[src/ulc_pkg.sv]
package ulc_pkg;

  // register word addresses on the avalon word bus
  localparam logic [3:0] ULC_ADDR_DATA  = 4'h0;
  localparam logic [3:0] ULC_ADDR_STAT  = 4'h1;
  localparam logic [3:0] ULC_ADDR_IBRD  = 4'h2;
  localparam logic [3:0] ULC_ADDR_FBRD  = 4'h3;
  localparam logic [3:0] ULC_ADDR_LINE  = 4'h4;
  localparam logic [3:0] ULC_ADDR_CTRL  = 4'h5;

  // line_control field positions
  localparam int ULC_LC_HOLD_LOW = 0;
  localparam int ULC_LC_PARITY   = 1;
  localparam int ULC_LC_POLARITY = 2;
  localparam int ULC_LC_TWO_STOP = 3;
  localparam int ULC_LC_QUEUE    = 4;
  localparam int ULC_LC_WORD_LENGTH_SEL_LO  = 5;
  localparam int ULC_LC_STICK    = 7;

  // port_control field positions
  localparam int ULC_PC_MASTER   = 0;
  localparam int ULC_PC_LOOPBACK = 7;
  localparam int ULC_PC_TX_ON    = 8;
  localparam int ULC_PC_RX_ON    = 9;
  localparam int ULC_PC_RTS      = 11;
  localparam int ULC_PC_RTS_FLOW = 14;
  localparam int ULC_PC_CTS_FLOW = 15;

  // reset values and control write mask
  localparam logic [7:0]  ULC_LINE_RST = 8'h00;
  localparam logic [15:0] ULC_CTRL_RST = 16'h0300;
  localparam logic [15:0] ULC_CTRL_WMASK = 16'hcb81;
  localparam logic [15:0] ULC_IBRD_RST = 16'h0001;
  localparam logic [5:0]  ULC_FBRD_RST = 6'h00;

  // oversampling factor and queue depth
  localparam int ULC_OVERSAMPLE = 16;
  localparam int ULC_QDEPTH     = 16;

  typedef enum logic [4:0] {
    ULC_S_IDLE   = 5'b00001,
    ULC_S_START  = 5'b00010,
    ULC_S_DATA   = 5'b00100,
    ULC_S_PARITY = 5'b01000,
    ULC_S_STOP   = 5'b10000
  } ulc_state_t;

  // avalon request carrier
  typedef struct packed {
    logic [3:0]  address;
    logic        read;
    logic        write;
    logic [31:0] writedata;
  } ulc_req_t;

endpackage

[src/ulc_uart.sv]
`timescale 1ns/1ps
// What this block does
// - stick parity sends and checks constant: 1 if polarity 0, else 0
// - word length field selects five to eight data bits both ways
// - queue enable off gives one-byte holding registers, on gives full queues
// - two-stop select appends two stop bits on transmit
// - receiver checks only the first stop bit
// - parity polarity selects odd when 0, even when 1
// - parity off means no parity bit sent or checked
// - hold-low bit drives line low after current character finishes
// - transmit needs master enable and transmit enable
// - receive needs master enable and receive enable
// - clearing queue enable flushes the transmit queue
// - clear-to-send flow control starts frames only while input is low
// - request flow control requests data only while receive queue has room
// - request-to-send bit drives active-low output as its complement
// - receive enable resets to 1; current character completes on disable
// - transmit enable resets to 1; current character completes on disable
// - loopback feeds transmit to receive and modem outputs to inputs
// - master disable stops only after the current characters complete
// - unimplemented control bits read as zero and are written as zero
// - bit timing is reference clock over sixteen times baud, int plus frac
module ulc_uart #(
  parameter int QDEPTH = ulc_pkg::ULC_QDEPTH
) (
  // clock and reset
  input  wire logic        clk_in,
  input  wire logic        rst_n_in,
  // avalon-mm slave
  input  wire logic [3:0]  avs_address_in,
  input  wire logic        avs_read_in,
  input  wire logic        avs_write_in,
  input  wire logic [31:0] avs_writedata_in,
  output logic      [31:0] avs_readdata_out,
  output logic             avs_waitrequest_out,
  // serial line and handshake
  input  wire logic        serial_in_line_in,
  output logic             serial_out_line_out,
  input  wire logic        clear_to_send_n_in,
  output logic             request_to_send_n_out
);
  import ulc_pkg::*;

  localparam int QW = $clog2(QDEPTH);

  ulc_req_t req;
  assign req = '{avs_address_in, avs_read_in, avs_write_in, avs_writedata_in};

  // registers
  logic [7:0]  line_reg, line_next;
  logic [15:0] ctrl_reg, ctrl_next;
  logic [15:0] ibrd_reg, ibrd_next;
  logic [5:0]  fbrd_reg, fbrd_next;
  logic        ack_reg, ack_next;
  logic [31:0] rdata_reg, rdata_next;

  // transmit queue
  logic [7:0]  txq [QDEPTH];
  logic [QW:0] tx_wp_reg, tx_wp_next, tx_rp_reg, tx_rp_next;
  // receive queue
  logic [7:0]  rxq [QDEPTH];
  logic [QW:0] rx_wp_reg, rx_wp_next, rx_rp_reg, rx_rp_next;

  logic [QW:0] tx_cnt, rx_cnt, cap;
  logic        tx_full, tx_empty, rx_full, rx_empty;
  logic        tx_push, tx_pop, rx_push, rx_pop;

  // capacity is one word in character mode
  assign cap      = line_reg[ULC_LC_QUEUE] ? (QW+1)'(QDEPTH) : (QW+1)'(1);
  assign tx_cnt   = tx_wp_reg - tx_rp_reg;
  assign rx_cnt   = rx_wp_reg - rx_rp_reg;
  assign tx_full  = tx_cnt >= cap;
  assign tx_empty = tx_cnt == '0;
  assign rx_full  = rx_cnt >= cap;
  assign rx_empty = rx_cnt == '0;

  // fractional baud tick: 16x rate, accumulate divisor in 1/64 units
  logic [21:0] bacc_reg, bacc_next;
  logic        tick;
  logic [21:0] bdiv;
  assign bdiv = {ibrd_reg, fbrd_reg};
  always_comb begin
    tick      = 1'b0;
    bacc_next = bacc_reg + 22'h000040;
    if (bacc_next >= bdiv) begin
      tick      = 1'b1;
      bacc_next = bacc_next - bdiv;
    end
  end

  // shared frame helpers
  function automatic logic [3:0] data_bits(input logic [1:0] wl);
    data_bits = 4'(5 + 32'(wl));
  endfunction
  function automatic logic par_bit(input logic [7:0] d, input logic [7:0] lc);
    logic [7:0] used;
    // bits above the word length must not count toward parity
    used = 8'hff >> (4'h8 - data_bits(lc[6:5]));
    if (lc[ULC_LC_STICK])
      par_bit = ~lc[ULC_LC_POLARITY];
    else
      par_bit = (^(d & used)) ^ ~lc[ULC_LC_POLARITY];
  endfunction

  logic       tx_go, rx_go;
  assign tx_go = ctrl_reg[ULC_PC_MASTER] & ctrl_reg[ULC_PC_TX_ON];
  assign rx_go = ctrl_reg[ULC_PC_MASTER] & ctrl_reg[ULC_PC_RX_ON];

  // loopback muxing
  logic tx_line, rx_line, cts_n_eff, rts_n;
  assign rx_line   = ctrl_reg[ULC_PC_LOOPBACK] ? tx_line : serial_in_line_in;
  assign cts_n_eff = ctrl_reg[ULC_PC_LOOPBACK] ? rts_n : clear_to_send_n_in;

  // transmitter
  ulc_state_t tx_st_reg, tx_st_next;
  logic [3:0] tx_sub_reg, tx_sub_next;
  logic [3:0] tx_bit_reg, tx_bit_next;
  logic [7:0] tx_sh_reg, tx_sh_next;
  logic       tx_par_reg, tx_par_next;
  logic       tx_ln_reg, tx_ln_next;
  logic       cts_ok;
  assign cts_ok = ~ctrl_reg[ULC_PC_CTS_FLOW] | ~cts_n_eff;
  always_comb begin
    tx_st_next  = tx_st_reg;
    tx_sub_next = tx_sub_reg;
    tx_bit_next = tx_bit_reg;
    tx_sh_next  = tx_sh_reg;
    tx_par_next = tx_par_reg;
    tx_ln_next  = tx_ln_reg;
    tx_pop      = 1'b0;
    if (tick) begin
      tx_sub_next = tx_sub_reg + 4'h1;
      unique case (tx_st_reg)
        ULC_S_IDLE: begin
          tx_sub_next = 4'h0;
          // idle line high unless break held; break waits for frame end
          tx_ln_next  = ~line_reg[ULC_LC_HOLD_LOW];
          if (tx_go && !tx_empty && cts_ok && !line_reg[ULC_LC_HOLD_LOW]) begin
            tx_pop      = 1'b1;
            tx_sh_next  = txq[tx_rp_reg[QW-1:0]];
            tx_par_next = par_bit(txq[tx_rp_reg[QW-1:0]], line_reg);
            tx_st_next  = ULC_S_START;
            tx_ln_next  = 1'b0;
          end
        end
        ULC_S_START:
          if (tx_sub_reg == 4'hf) begin
            tx_st_next  = ULC_S_DATA;
            tx_bit_next = 4'h0;
            tx_ln_next  = tx_sh_reg[0];
          end
        ULC_S_DATA:
          if (tx_sub_reg == 4'hf) begin
            tx_sh_next  = tx_sh_reg >> 1;
            tx_bit_next = tx_bit_reg + 4'h1;
            tx_ln_next  = tx_sh_reg[1];
            if (tx_bit_reg == data_bits(line_reg[6:5]) - 4'h1) begin
              tx_st_next = line_reg[ULC_LC_PARITY] ? ULC_S_PARITY : ULC_S_STOP;
              tx_ln_next = line_reg[ULC_LC_PARITY] ? tx_par_reg : 1'b1;
              tx_bit_next = 4'h0;
            end
          end
        ULC_S_PARITY:
          if (tx_sub_reg == 4'hf) begin
            tx_st_next = ULC_S_STOP;
            tx_ln_next = 1'b1;
          end
        ULC_S_STOP: begin
          if (tx_sub_reg == 4'hf) tx_bit_next = tx_bit_reg + 4'h1;
          // last stop leaves one tick early: the idle tick completes its sixteen
          // enables are not looked at here so the frame always ends
          if (tx_sub_reg == 4'he && (tx_bit_reg != 4'h0 || !line_reg[ULC_LC_TWO_STOP])) begin
            tx_st_next = ULC_S_IDLE;
          end
        end
        default: tx_st_next = ULC_S_IDLE;
      endcase
    end
  end
  assign tx_line = tx_ln_reg;

  // receiver, sampling at the 16x tick: start bit checked at sub count 7, later bits mid-bit at sub count 15
  ulc_state_t rx_st_reg, rx_st_next;
  logic [3:0] rx_sub_reg, rx_sub_next;
  logic [3:0] rx_bit_reg, rx_bit_next;
  logic [7:0] rx_sh_reg, rx_sh_next;
  logic       rx_pe_reg, rx_pe_next, rx_fe_reg, rx_fe_next;
  logic [7:0] rx_word;
  always_comb begin
    rx_st_next  = rx_st_reg;
    rx_sub_next = rx_sub_reg;
    rx_bit_next = rx_bit_reg;
    rx_sh_next  = rx_sh_reg;
    rx_pe_next  = rx_pe_reg;
    rx_fe_next  = rx_fe_reg;
    rx_push     = 1'b0;
    rx_word     = rx_sh_reg >> (4'h8 - data_bits(line_reg[6:5]));
    if (tick) begin
      rx_sub_next = rx_sub_reg + 4'h1;
      unique case (rx_st_reg)
        ULC_S_IDLE: begin
          rx_sub_next = 4'h0;
          if (rx_go && !rx_line) rx_st_next = ULC_S_START;
        end
        ULC_S_START:
          if (rx_sub_reg == 4'h7) begin
            rx_sub_next = 4'h0;
            rx_bit_next = 4'h0;
            rx_pe_next  = 1'b0; // no stale parity error on a frame without parity
            rx_st_next  = rx_line ? ULC_S_IDLE : ULC_S_DATA;
          end
        ULC_S_DATA:
          if (rx_sub_reg == 4'hf) begin
            rx_sh_next  = {rx_line, rx_sh_reg[7:1]};
            rx_bit_next = rx_bit_reg + 4'h1;
            if (rx_bit_reg == data_bits(line_reg[6:5]) - 4'h1)
              rx_st_next = line_reg[ULC_LC_PARITY] ? ULC_S_PARITY : ULC_S_STOP;
          end
        ULC_S_PARITY:
          if (rx_sub_reg == 4'hf) begin
            rx_pe_next = rx_line != par_bit(rx_word, line_reg);
            rx_st_next = ULC_S_STOP;
          end
        ULC_S_STOP:
          if (rx_sub_reg == 4'hf) begin
            // only the first stop bit is judged
            rx_fe_next = ~rx_line;
            rx_push    = 1'b1;
            rx_st_next = ULC_S_IDLE;
          end
        default: rx_st_next = ULC_S_IDLE;
      endcase
    end
  end

  // request-to-send: flow control overrides the software bit
  assign rts_n = ctrl_reg[ULC_PC_RTS_FLOW] ? rx_full : ~ctrl_reg[ULC_PC_RTS];

  // bus slave: one wait cycle, answer registered
  logic bus_req;
  assign bus_req = req.read | req.write;
  always_comb begin
    line_next  = line_reg;
    ctrl_next  = ctrl_reg;
    ibrd_next  = ibrd_reg;
    fbrd_next  = fbrd_reg;
    rdata_next = rdata_reg;
    ack_next   = bus_req & ~ack_reg;
    tx_push    = 1'b0;
    rx_pop     = 1'b0;
    if (bus_req && !ack_reg) begin
      rdata_next = 32'h0;
      unique case (req.address)
        ULC_ADDR_DATA: begin
          tx_push    = req.write & ~tx_full;
          rx_pop     = req.read & ~rx_empty;
          rdata_next = {22'h0, rx_fe_reg, rx_pe_reg, rxq[rx_rp_reg[QW-1:0]]};
        end
        ULC_ADDR_STAT: rdata_next = {24'h0, tx_empty, rx_full, tx_full, rx_empty,
                                     tx_st_reg != ULC_S_IDLE || !tx_empty, 2'b00, ~cts_n_eff};
        ULC_ADDR_IBRD: rdata_next = {16'h0, ibrd_reg};
        ULC_ADDR_FBRD: rdata_next = {26'h0, fbrd_reg};
        ULC_ADDR_LINE: rdata_next = {24'h0, line_reg};
        ULC_ADDR_CTRL: rdata_next = {16'h0, ctrl_reg};
        default:       rdata_next = 32'h0;
      endcase
      if (req.write) begin
        unique case (req.address)
          ULC_ADDR_IBRD: ibrd_next = req.writedata[15:0];
          ULC_ADDR_FBRD: fbrd_next = req.writedata[5:0];
          ULC_ADDR_LINE: line_next = req.writedata[7:0];
          // unimplemented bits stay zero whatever is written
          ULC_ADDR_CTRL: ctrl_next = req.writedata[15:0] & ULC_CTRL_WMASK;
          default: ;
        endcase
      end
    end
  end
  assign avs_waitrequest_out = bus_req & ~ack_reg;
  assign avs_readdata_out    = rdata_reg;

  // queue pointers; clearing queue enable drops transmit contents
  logic tx_flush;
  assign tx_flush = line_reg[ULC_LC_QUEUE] & ~line_next[ULC_LC_QUEUE];
  always_comb begin
    tx_wp_next = tx_wp_reg + (QW+1)'(tx_push);
    tx_rp_next = tx_rp_reg + (QW+1)'(tx_pop);
    if (tx_flush) begin
      tx_wp_next = '0;
      tx_rp_next = '0;
    end
    // a full receive queue drops the new word (overrun)
    rx_wp_next = rx_wp_reg + (QW+1)'(rx_push & ~rx_full);
    rx_rp_next = rx_rp_reg + (QW+1)'(rx_pop);
  end

  always_ff @(posedge clk_in) begin
    if (tx_push) txq[tx_wp_reg[QW-1:0]] <= req.writedata[7:0];
    if (rx_push && !rx_full) rxq[rx_wp_reg[QW-1:0]] <= rx_word;
  end

  always_ff @(posedge clk_in or negedge rst_n_in) begin
    if (!rst_n_in) begin
      line_reg   <= ULC_LINE_RST;
      ctrl_reg   <= ULC_CTRL_RST;
      ibrd_reg   <= ULC_IBRD_RST;
      fbrd_reg   <= ULC_FBRD_RST;
      ack_reg    <= 1'b0;
      rdata_reg  <= 32'h0;
      bacc_reg   <= 22'h0;
      tx_wp_reg  <= '0;
      tx_rp_reg  <= '0;
      rx_wp_reg  <= '0;
      rx_rp_reg  <= '0;
      tx_st_reg  <= ULC_S_IDLE;
      tx_sub_reg <= 4'h0;
      tx_bit_reg <= 4'h0;
      tx_sh_reg  <= 8'h0;
      tx_par_reg <= 1'b0;
      tx_ln_reg  <= 1'b1;
      rx_st_reg  <= ULC_S_IDLE;
      rx_sub_reg <= 4'h0;
      rx_bit_reg <= 4'h0;
      rx_sh_reg  <= 8'h0;
      rx_pe_reg  <= 1'b0;
      rx_fe_reg  <= 1'b0;
    end else begin
      line_reg   <= line_next;
      ctrl_reg   <= ctrl_next;
      ibrd_reg   <= ibrd_next;
      fbrd_reg   <= fbrd_next;
      ack_reg    <= ack_next;
      rdata_reg  <= rdata_next;
      bacc_reg   <= bacc_next;
      tx_wp_reg  <= tx_wp_next;
      tx_rp_reg  <= tx_rp_next;
      rx_wp_reg  <= rx_wp_next;
      rx_rp_reg  <= rx_rp_next;
      tx_st_reg  <= tx_st_next;
      tx_sub_reg <= tx_sub_next;
      tx_bit_reg <= tx_bit_next;
      tx_sh_reg  <= tx_sh_next;
      tx_par_reg <= tx_par_next;
      tx_ln_reg  <= tx_ln_next;
      rx_st_reg  <= rx_st_next;
      rx_sub_reg <= rx_sub_next;
      rx_bit_reg <= rx_bit_next;
      rx_sh_reg  <= rx_sh_next;
      rx_pe_reg  <= rx_pe_next;
      rx_fe_reg  <= rx_fe_next;
    end
  end

  assign serial_out_line_out   = tx_ln_reg;
  assign request_to_send_n_out = rts_n;

  // checks
  a_start_needs_en: assert property (@(posedge clk_in) disable iff (!rst_n_in)
    (tx_st_reg == ULC_S_IDLE && tx_st_next == ULC_S_START) |-> tx_go)
    else $error("frame started while transmit disabled");
  a_start_needs_cts: assert property (@(posedge clk_in) disable iff (!rst_n_in)
    (tx_st_reg == ULC_S_IDLE && tx_st_next == ULC_S_START && ctrl_reg[ULC_PC_CTS_FLOW]) |-> !cts_n_eff)
    else $error("frame started without clear to send");
  a_rx_start_en: assert property (@(posedge clk_in) disable iff (!rst_n_in)
    (rx_st_reg == ULC_S_IDLE && rx_st_next == ULC_S_START) |-> rx_go)
    else $error("reception started while disabled");
  a_rts_level: assert property (@(posedge clk_in) disable iff (!rst_n_in)
    ctrl_reg[ULC_PC_RTS_FLOW] ? (request_to_send_n_out == rx_full)
                              : (request_to_send_n_out == !ctrl_reg[ULC_PC_RTS]))
    else $error("request to send output wrong");
  a_start_bit_low: assert property (@(posedge clk_in) disable iff (!rst_n_in)
    (tx_st_reg == ULC_S_START) |-> !serial_out_line_out)
    else $error("start bit not low");
  a_idle_break: assert property (@(posedge clk_in) disable iff (!rst_n_in)
    (tx_st_reg == ULC_S_IDLE && $past(tx_st_reg) == ULC_S_IDLE && $past(tick)
     && $past(line_reg[ULC_LC_HOLD_LOW]) && line_reg[ULC_LC_HOLD_LOW]) |-> !serial_out_line_out)
    else $error("break not held low");
  a_no_parity_state: assert property (@(posedge clk_in) disable iff (!rst_n_in)
    (!line_reg[ULC_LC_PARITY] && tx_st_reg == ULC_S_DATA) |=> tx_st_reg != ULC_S_PARITY)
    else $error("parity bit sent while disabled");
  a_flush_tx: assert property (@(posedge clk_in) disable iff (!rst_n_in)
    tx_flush |=> tx_empty)
    else $error("transmit queue not flushed");
  a_char_depth: assert property (@(posedge clk_in) disable iff (!rst_n_in)
    !line_reg[ULC_LC_QUEUE] |-> tx_cnt <= (QW+1)'(1))
    else $error("character mode holds more than one word");

endmodule

[config.mk]
export PLATFORM = sky130hd
export DESIGN_NAME = ulc_uart
export DESIGN_NICKNAME = d
export VERILOG_FILES = /design/src/ulc_pkg.sv /design/src/ulc_uart.sv
export SDC_FILE = /design/constraint.sdc
export NUM_CORES = 1
export LEC_CHECK = 0
export BUFFER_PORTS_ARGS = -buffer_cell sky130_fd_sc_hd__buf_2
export CORE_AREA = 2 2 208 210
export CTS_CLUSTER_DIAMETER = 200
export CTS_CLUSTER_SIZE = 16
export DETAILED_ROUTE_END_ITERATION = 10
export DIE_AREA = 0 0 210 212
export GPL_TIMING_DRIVEN = 0
export PLACE_DENSITY = 0.65
export SETUP_SLACK_MARGIN = 0.15
export SYNTH_ARGS = -nofsm -noshare
export SYNTH_HDL_FRONTEND = slang
export SYNTH_SLANG_ARGS = --single-unit
[constraint.sdc]
create_clock -name clk_in -period 5.91 [get_ports clk_in]
set_input_delay 0.591 -clock clk_in [delete_from_list [all_inputs] [get_ports clk_in]]
set_output_delay 0.591 -clock clk_in [all_outputs]
set_load 0.01 [all_outputs]
==> results of run 1 <==
-- synthesized netlist by cell type, types with 3 or more instances --
cell type	number
a211oi_1	3
o21ai_0	55
xnor2_1	46
dfrtp_1	136
o211ai_1	5
a22o_1	13
fa_1	3
nand2b_1	10
edfxtp_1	256
buf_1	6
or4_1	3
dfstp_2	6
nand3b_1	7
nor2_1	87
buf_4	17
nor4_1	8
o21a_1	3
ha_1	52
a31oi_1	8
nor3_1	21
mux2i_1	21
or3_1	6
o21bai_1	6
clkbuf_1	33
nand2_1	88
xor2_1	22
a22oi_1	16
a21o_1	13
nand3_1	45
a222oi_1	6
mux2_2	63
buf_2	11
inv_1	63
nor2b_1	22
nand4_1	4
o31ai_1	10
a21oi_1	51
and3_1	15
mux4_2	74
mux2_4	7
-- metrics by stage --
step	setup TNS [ns]	hold WS (ns)	std cells	worst slack, ns
finish	0	-0.006865	2023	0.4615
global route	0	0.03302	2023	0.1807
CTS	0	0.007903	2023	0.2288
detailed placement	-0.7138	0.4730	1972	-0.04549
global placement	-4.670	0.4644	1969	-0.3024
floorplan	0	0.2954	1379	1.363
-- logic make-up (layout without fill, tap and decap cells) --
kind of cell | Yosys count | after routing | synth area share [%]
flip-flops | 398 | 398 | 59.57
AO/OA/AOI/OAI | 209 | 209 | 7.283
adder cells (fa/ha/maj) | 55 | 55 | 3.764
other | 1 | 16 | 0.01986
buffers and inverters | 132 | 230 | 3.075
multiplexers | 165 | 165 | 14.25
XOR/XNOR | 70 | 70 | 3.393
AND/OR/NAND/NOR | 334 | 334 | 8.641
-- final timing paths --
kind / slack (ns) / cells past startpoint / end / start
hold / removal: -0.007 / 1 / bacc_reg[7] / rst_n_in
min in group clk_in: 0.25 / 2 / ibrd_reg[9] / avs_writedata_in[9]
max in group asynchronous: 5.08 / 2 / ctrl_reg[8] / rst_n_in
hold reg to reg: 0.49 / 2 / avs_readdata_out[9] / avs_readdata_out[9]
setup reg to reg: 0.46 / 14 / rxq[13][2] / bacc_reg[6]
setup / recovery: 0.46 / 14 / rxq[13][2] / bacc_reg[6]
-- per-layer routing --
metal	vias to the layer above	track usage [%]	part of all wire, %
li1	5269	-	-
met1	5737	27.30	45
met2	278	30.59	47
met3	69	2.171	4.4
met4	2	5.503	2.7
met5	-	0	0.021
-- critical path: stages (launching register included) --
cell	delay [ns]
dfrtp_1	0.43
nand2_1	0.13
nor4_2	0.59
nand3_1	0.21
xnor2_1	0.19
ha_1	0.39
nand2_1	0.11
or4_1	0.54
nor3_2	0.19
a211oi_2	0.13
o21a_1	0.18
a31oi_2	0.45
and4_1	0.45
nand2_1	0.30
nor2_1	0.74
-- what timing repair did --
action / CTS / global route
resized for setup: 3 / 4
hold buffers: 0 / 0
endpoints found under the hold margin: 0 / 0
setup endpoints to repair: 24 / 115
-- cell type report --
cell class	instances	area [um2]
plain buffers	68	340.3
clock buffers	50	793.3
clock inverters	1	16.27
fillers	3682	21750
inverters	64	240.2
multi-input cells	849	7169
flip-flops and latches	398	11250
well taps	546	683.2
repair buffers	47	269.0
-- cells in the final DEF, fill, tap and decap left out, types with 13 or more instances in the layout --
| cell type | n |
|---|---|
| and3_1 | 15 |
| a21o_1 | 13 |
| o21ai_0 | 55 |
| clkbuf_16 | 28 |
| nor2b_1 | 22 |
| inv_1 | 63 |
| clkbuf_1 | 54 |
| buf_4 | 19 |
| nor2_1 | 83 |
| mux4_2 | 74 |
| edfxtp_1 | 256 |
| xor2_1 | 22 |
| dfrtp_1 | 136 |
| a22o_1 | 13 |
| nand3_1 | 45 |
| ha_1 | 52 |
| mux2_2 | 63 |
| conb_1 | 16 |
| a21oi_1 | 51 |
| nand2_1 | 88 |
| xnor2_1 | 46 |
| a22oi_1 | 16 |
| mux2i_1 | 21 |
| nor3_1 | 16 |
| buf_2 | 54 |
-- power groups by stage --
stage	logic [mW]	clock network (mW)	registers [mW]
after floorplan	2.51	0	3.47
after global routing	3.68	1.99	3.51
final	3.31	1.85	3.48
after CTS	3.31	1.89	3.48
after detailed placement	3.30	0	3.54
after global placement	3.23	0	3.53
==> summary.txt, run 1 <==
Die
  – Row cnt: 76
  – Die ar.: about 45000 um2
  – DIE WIDTH: approximately 210 um
  – Top Ports: 77
  – Core ar.: 42510 um2
  – Die height: 212 um
  – Initial core utilization: 44.42%

Detailed routing
  – Routed wire length: 42.10 mm
  – Vias per cell: 5.613
  – DR DRC count: 0
  – Detail Route Antenna Nets: 0
  – DRT iter0 DRCs: 857
  – DR WL/cell: 20.81 um
  – Detailed Routing Iterations Pass 1: 6
  – Vias: 11360

Power
  – Net switching fraction of the power: a little over a third
  – Int Pwr: 5.604 mW
  – Psw: ~3.0 mW
  – Peak supply drop: 0.0002289 V
  – Part of the power in registers: between 40% and 50%
  – Total Power: 8.642 mW
  – Clock power frac: 21.4%
  – Combinational power share: 38.3%
  – Cell Pwr Density: approximately 420 nW/um2
  – Static leakage: between 7 and 8 nW

Synth
  – Sequential fraction of the synthesis area: between 50% and 60%
  – Async S/R FF share, synth: 35.68%
  – Post-synth top flop: edfxtp_1
  – Area contributors post-synth: edfxtp_1 (41%), dfrtp_1 (18%), mux4_2 (8.8%)
  – Ys Warns: 0
  – Number of flops mapped to enable cells by yosys: ~260
  – Number of synthesized register bits: 398
  – Mapped Cells: 1364
  – Synth area leader: edfxtp_1
  – Area share of the largest cell type after synthesis: just over 40%
  – Netlist cell types: 74
  – Cell Area, Synth: between 15000 and 20000 um2
  – Mean Syn Cell Area: 13.84 um2

Clock network
  – Clk slew on worst S/H paths: 0.08 ns
  – H-tree Lvls: 1
  – Postcts setup bufs: 0
  – Worst skew pair latency: 0.59 ns
  – Cts bufs inserted: 28
  – CTS sink count: ~400
  – CTS root buffer: clkbuf_16
  – Clk buf depth: 3
  – TritonCTS clock tree: done

Timing
  – Final Hold Fails: 5
  – Fin crit share: between 90 and 100%
  – Fmax: 183.5 MHz
  – Unrepaired setup endpoints after global routing: no
  – Slew @ Worst Pin: 1.349 ns
  – Hold Worst Slack: -0.006865 ns
  – Pins Over Slew Limit: 0
  – Minimum clock period: 5.449 ns
  – Layout Skew: 0.03977 ns
  – # setup viols final: 0
  – Max-slew headroom: 9.346%

Global route
  – First-pass GRT wire length: between 60 and 70 mm
  – Largest net degree at the start of global routing: 77
  – Vias in the first global route: 11090
  – GRT overflow: 0
  – Initial antenna violation count: 1
  – GRT Total Usage: 18.94%

Finish
  – Synth-to-layout area growth: 9.946%
  – Final Core Density: 48.84%
  – N_diodes: 0
  – Fin area: 20760 um2
  – Final nets: 1553
  – Layout cells sized above 1: 19.09%

Placement
  – Placer Congestion: 0.8487
  – HPWL after DPL: 30.39 mm
  – Post-DP Area: 19900 um2
  – I/O Buffers: 44

Critical path
  – CP Capture Type: flip-flop
  – Worst EP arrival: 5.63 ns
  – CP Launch Type: flip-flop
  – CP required: 6.10 ns
  – Critical path peak fanout: 8
  – Kind of critical path: reg -> reg

Status
  – Failing checks: negative hold slack
  – Status: finished, violations left

Worst hold path
  – Hold Path Class: in -> async

Run
  – Max Cap Viol: 0
(Power assumes the default switching activity.)
==> run 2, diff against run 1 <==
==> constraint.sdc (replaced) <==
create_clock -name clk_in -period 6.4 [get_ports clk_in]
set_input_delay 0.64 -clock clk_in [delete_from_list [all_inputs] [get_ports clk_in]]
set_output_delay 0.64 -clock clk_in [all_outputs]
set_load 0.01 [all_outputs]
==> run 2 against run 1 <==
  * Critical endpoint is now rxq[4][6]
  * Critical path depth unchanged
  * The run now ends clean
  * Sequential power down 7.5%
  * Clock skew down 0.00062 ns
==> summary.txt, run 2 (synthesized netlist as in run 1, its figures left out) <==
Global route
  – Vias in the first global route: 11080
  – Largest net degree at the start of global routing: 77
  – GRT overflow: 0
  – GRT Total Usage: 18.93%
  – Initial antenna violation count: 1
  – First-pass GRT wire length: 64.69 mm

Die
  – Die ar.: 44520 um2
  – Top Ports: 77
  – Initial core utilization: between 40 and 50%
  – Row cnt: 76
  – Die height: 212 um
  – Core ar.: 42510 um2
  – DIE WIDTH: 210 um

Finish
  – Commonest non-fill, non-tap cell in the layout: edfxtp_1
  – Synth-to-layout area growth: 9.860%
  – Post-Layout Cell Count: 2023
  – Layout cells sized above 1: 18.75%
  – Final Core Density: 48.80%
  – FF+latch area: 11250 um2
  – Number of fill cells in the layout: 3682
  – N_diodes: 0
  – Final nets: 1553
  – Area of the multi-input gates: 7153 um2
  – Most frequent cells in the layout: edfxtp_1 (256), dfrtp_1 (136), nand2_1 (88), nor2_1 (87), mux4_2 (74)

Power
  – Int Pwr: 5.174 mW
  – Cell Pwr Density: approximately 380 nW/um2
  – Peak supply drop: 0.0002107 V
  – Clock power frac: 21.4%
  – Static leakage: 7.843 nW
  – Psw: approximately 2.8 mW
  – Part of the power in registers: 40.4%
  – Net switching fraction of the power: between 30% and 40%
  – Combinational power share: around two fifths

Clock network
  – CTS root buffer: clkbuf_16
  – Clk slew on worst S/H paths: 0.08 ns
  – CTS sink count: 398
  – TritonCTS clock tree: done
  – Postcts setup bufs: 0
  – Worst skew pair latency: 0.59 ns
  – Cts bufs inserted: 28
  – Clk buf depth: 3
  – H-tree Lvls: 1

Critical path
  – CP most frequent cell: nand2_1
  – Slowest CP cell: nor4_1
  – CP required: 6.58 ns
  – CP Launch Type: flip-flop
  – Worst EP arrival: 5.92 ns
  – Kind of critical path: reg -> reg
  – Levels on crit path: 14
  – Worst path cell trace: nand2_1 > nor4_1 > nand3_1 > xnor2_1 > ha_1 > nand2_1 > or4_1 > nor3_2 > a211oi_2 > o21a_1 > a31oi_2 > and4_1 > nand2_1 > nor2_1
  – Flop2flop setup slack: roughly 0.66 ns
  – Buf/Inv on CP: 0
  – CP Capture Type: flip-flop
  – Top delay family on crit path: simple AND/OR/NAND/NOR gates
  – Worst r2r path cells: 14
  – Peak per-stage delay on the critical path: 0.83 ns
  – Critical path peak fanout: 8

Run
  – Max Cap Viol: 0

Detailed routing
  – Vias per cell: 5.645
  – DR WL/cell: approximately 21 um
  – DRT iter0 DRCs: 861
  – Detail Route Antenna Nets: 0
  – Detailed Routing Iterations Pass 1: 5
  – DR DRC count: 0
  – Vias: 11420
  – Routed wire length: 42.10 mm

Placement
  – Placer Congestion: about 0.85
  – HPWL after DPL: 30.39 mm
  – I/O Buffers: 44
  – Placed Instances: 1972

Timing
  – Minimum clock period: 5.736 ns
  – Layout Skew: 0.03915 ns
  – Fin crit share: 89.63%
  – Unrepaired setup endpoints after global routing: no
  – Slew @ Worst Pin: about 1.4 ns
  – Total negative setup slack: 0 ns
  – Pins Over Slew Limit: 0
  – Hold Worst Slack: 0.04356 ns
  – Fmax: between 150 and 200 MHz
  – Max-slew headroom: under 10%
  – Final Hold Fails: 0
  – # setup viols final: 0

Worst hold path
  – Hold Path Class: in -> async

Status
  – Status: finished clean
==> run 2: power by group through the flow <==
| stage | Clock [mW] | Sequential, mW | Combinational (mW) |
|---|---|---|---|
| after global placement | 0 | 3.26 | 2.98 |
| final | 1.71 | 3.22 | 3.05 |
| after detailed placement | 0 | 3.27 | 3.05 |
| after global routing | 1.84 | 3.25 | 3.39 |
| after CTS | 1.75 | 3.21 | 3.06 |
| after floorplan | 0 | 3.20 | 2.32 |
==> run 2: layer usage <==
| metal | global-route usage (%) | share of wire [%] | vias to the layer above |
|---|---|---|---|
| met5 | 0 | 0.021 | - |
| met4 | 5.503 | 2.7 | 2 |
| met3 | 2.171 | 4.7 | 69 |
| met2 | 30.55 | 47 | 323 |
| met1 | 27.31 | 46 | 5752 |
| li1 | - | - | 5274 |
==> run 2: path summary, 6_finish.rpt <==
check                                          from      endpoint
max in group asynchronous                  rst_n_in  rx_wp_reg[1]
worst min register to register          bacc_reg[0]   bacc_reg[0]
worst min-delay path                       rst_n_in   bacc_reg[7]
worst max register to register          bacc_reg[6]     rxq[4][6]
worst max-delay path                    bacc_reg[6]     rxq[4][6]
min in group clk_in             avs_writedata_in[9]   ibrd_reg[9]
==> run 2: final cells by class <==
type	count	share of cell area, %
Buffer	68	1.641
Sequential cell	398	54.23
Multi-Input combinational cell	849	34.48
Clock buffer	50	3.824
Clock inverter	1	0.07841
Inverter	64	1.158
Timing Repair Buffer	47	1.297
Tap cell	546	3.293
==> run 2: worst register-to-register path: cells and delay by family, from the launching register on <==
family,cells,cell delay [ns]
fa+ha+maj,1,0.39
xor+xnor,1,0.21
compound gates,3,0.77
flops,1,0.43
simple gates,9,3.54
==> run 2: through the flow <==
step | power [mW] | area [um2] | setup slack, ns
finish | 7.971 | 20740 | 0.6638
floorplan | 5.521 | 18940 | 1.853
global route | 8.477 | 20740 | 0.3095
global placement | 6.237 | 19840 | 0.1876
CTS | 8.021 | 20710 | 0.3689
detailed placement | 6.317 | 19900 | 0.4445
==> run 2: repair_timing <==
item	CTS	global route
setup endpoints to repair	0	16
gates resized for setup	0	2
hold buffers	0	0
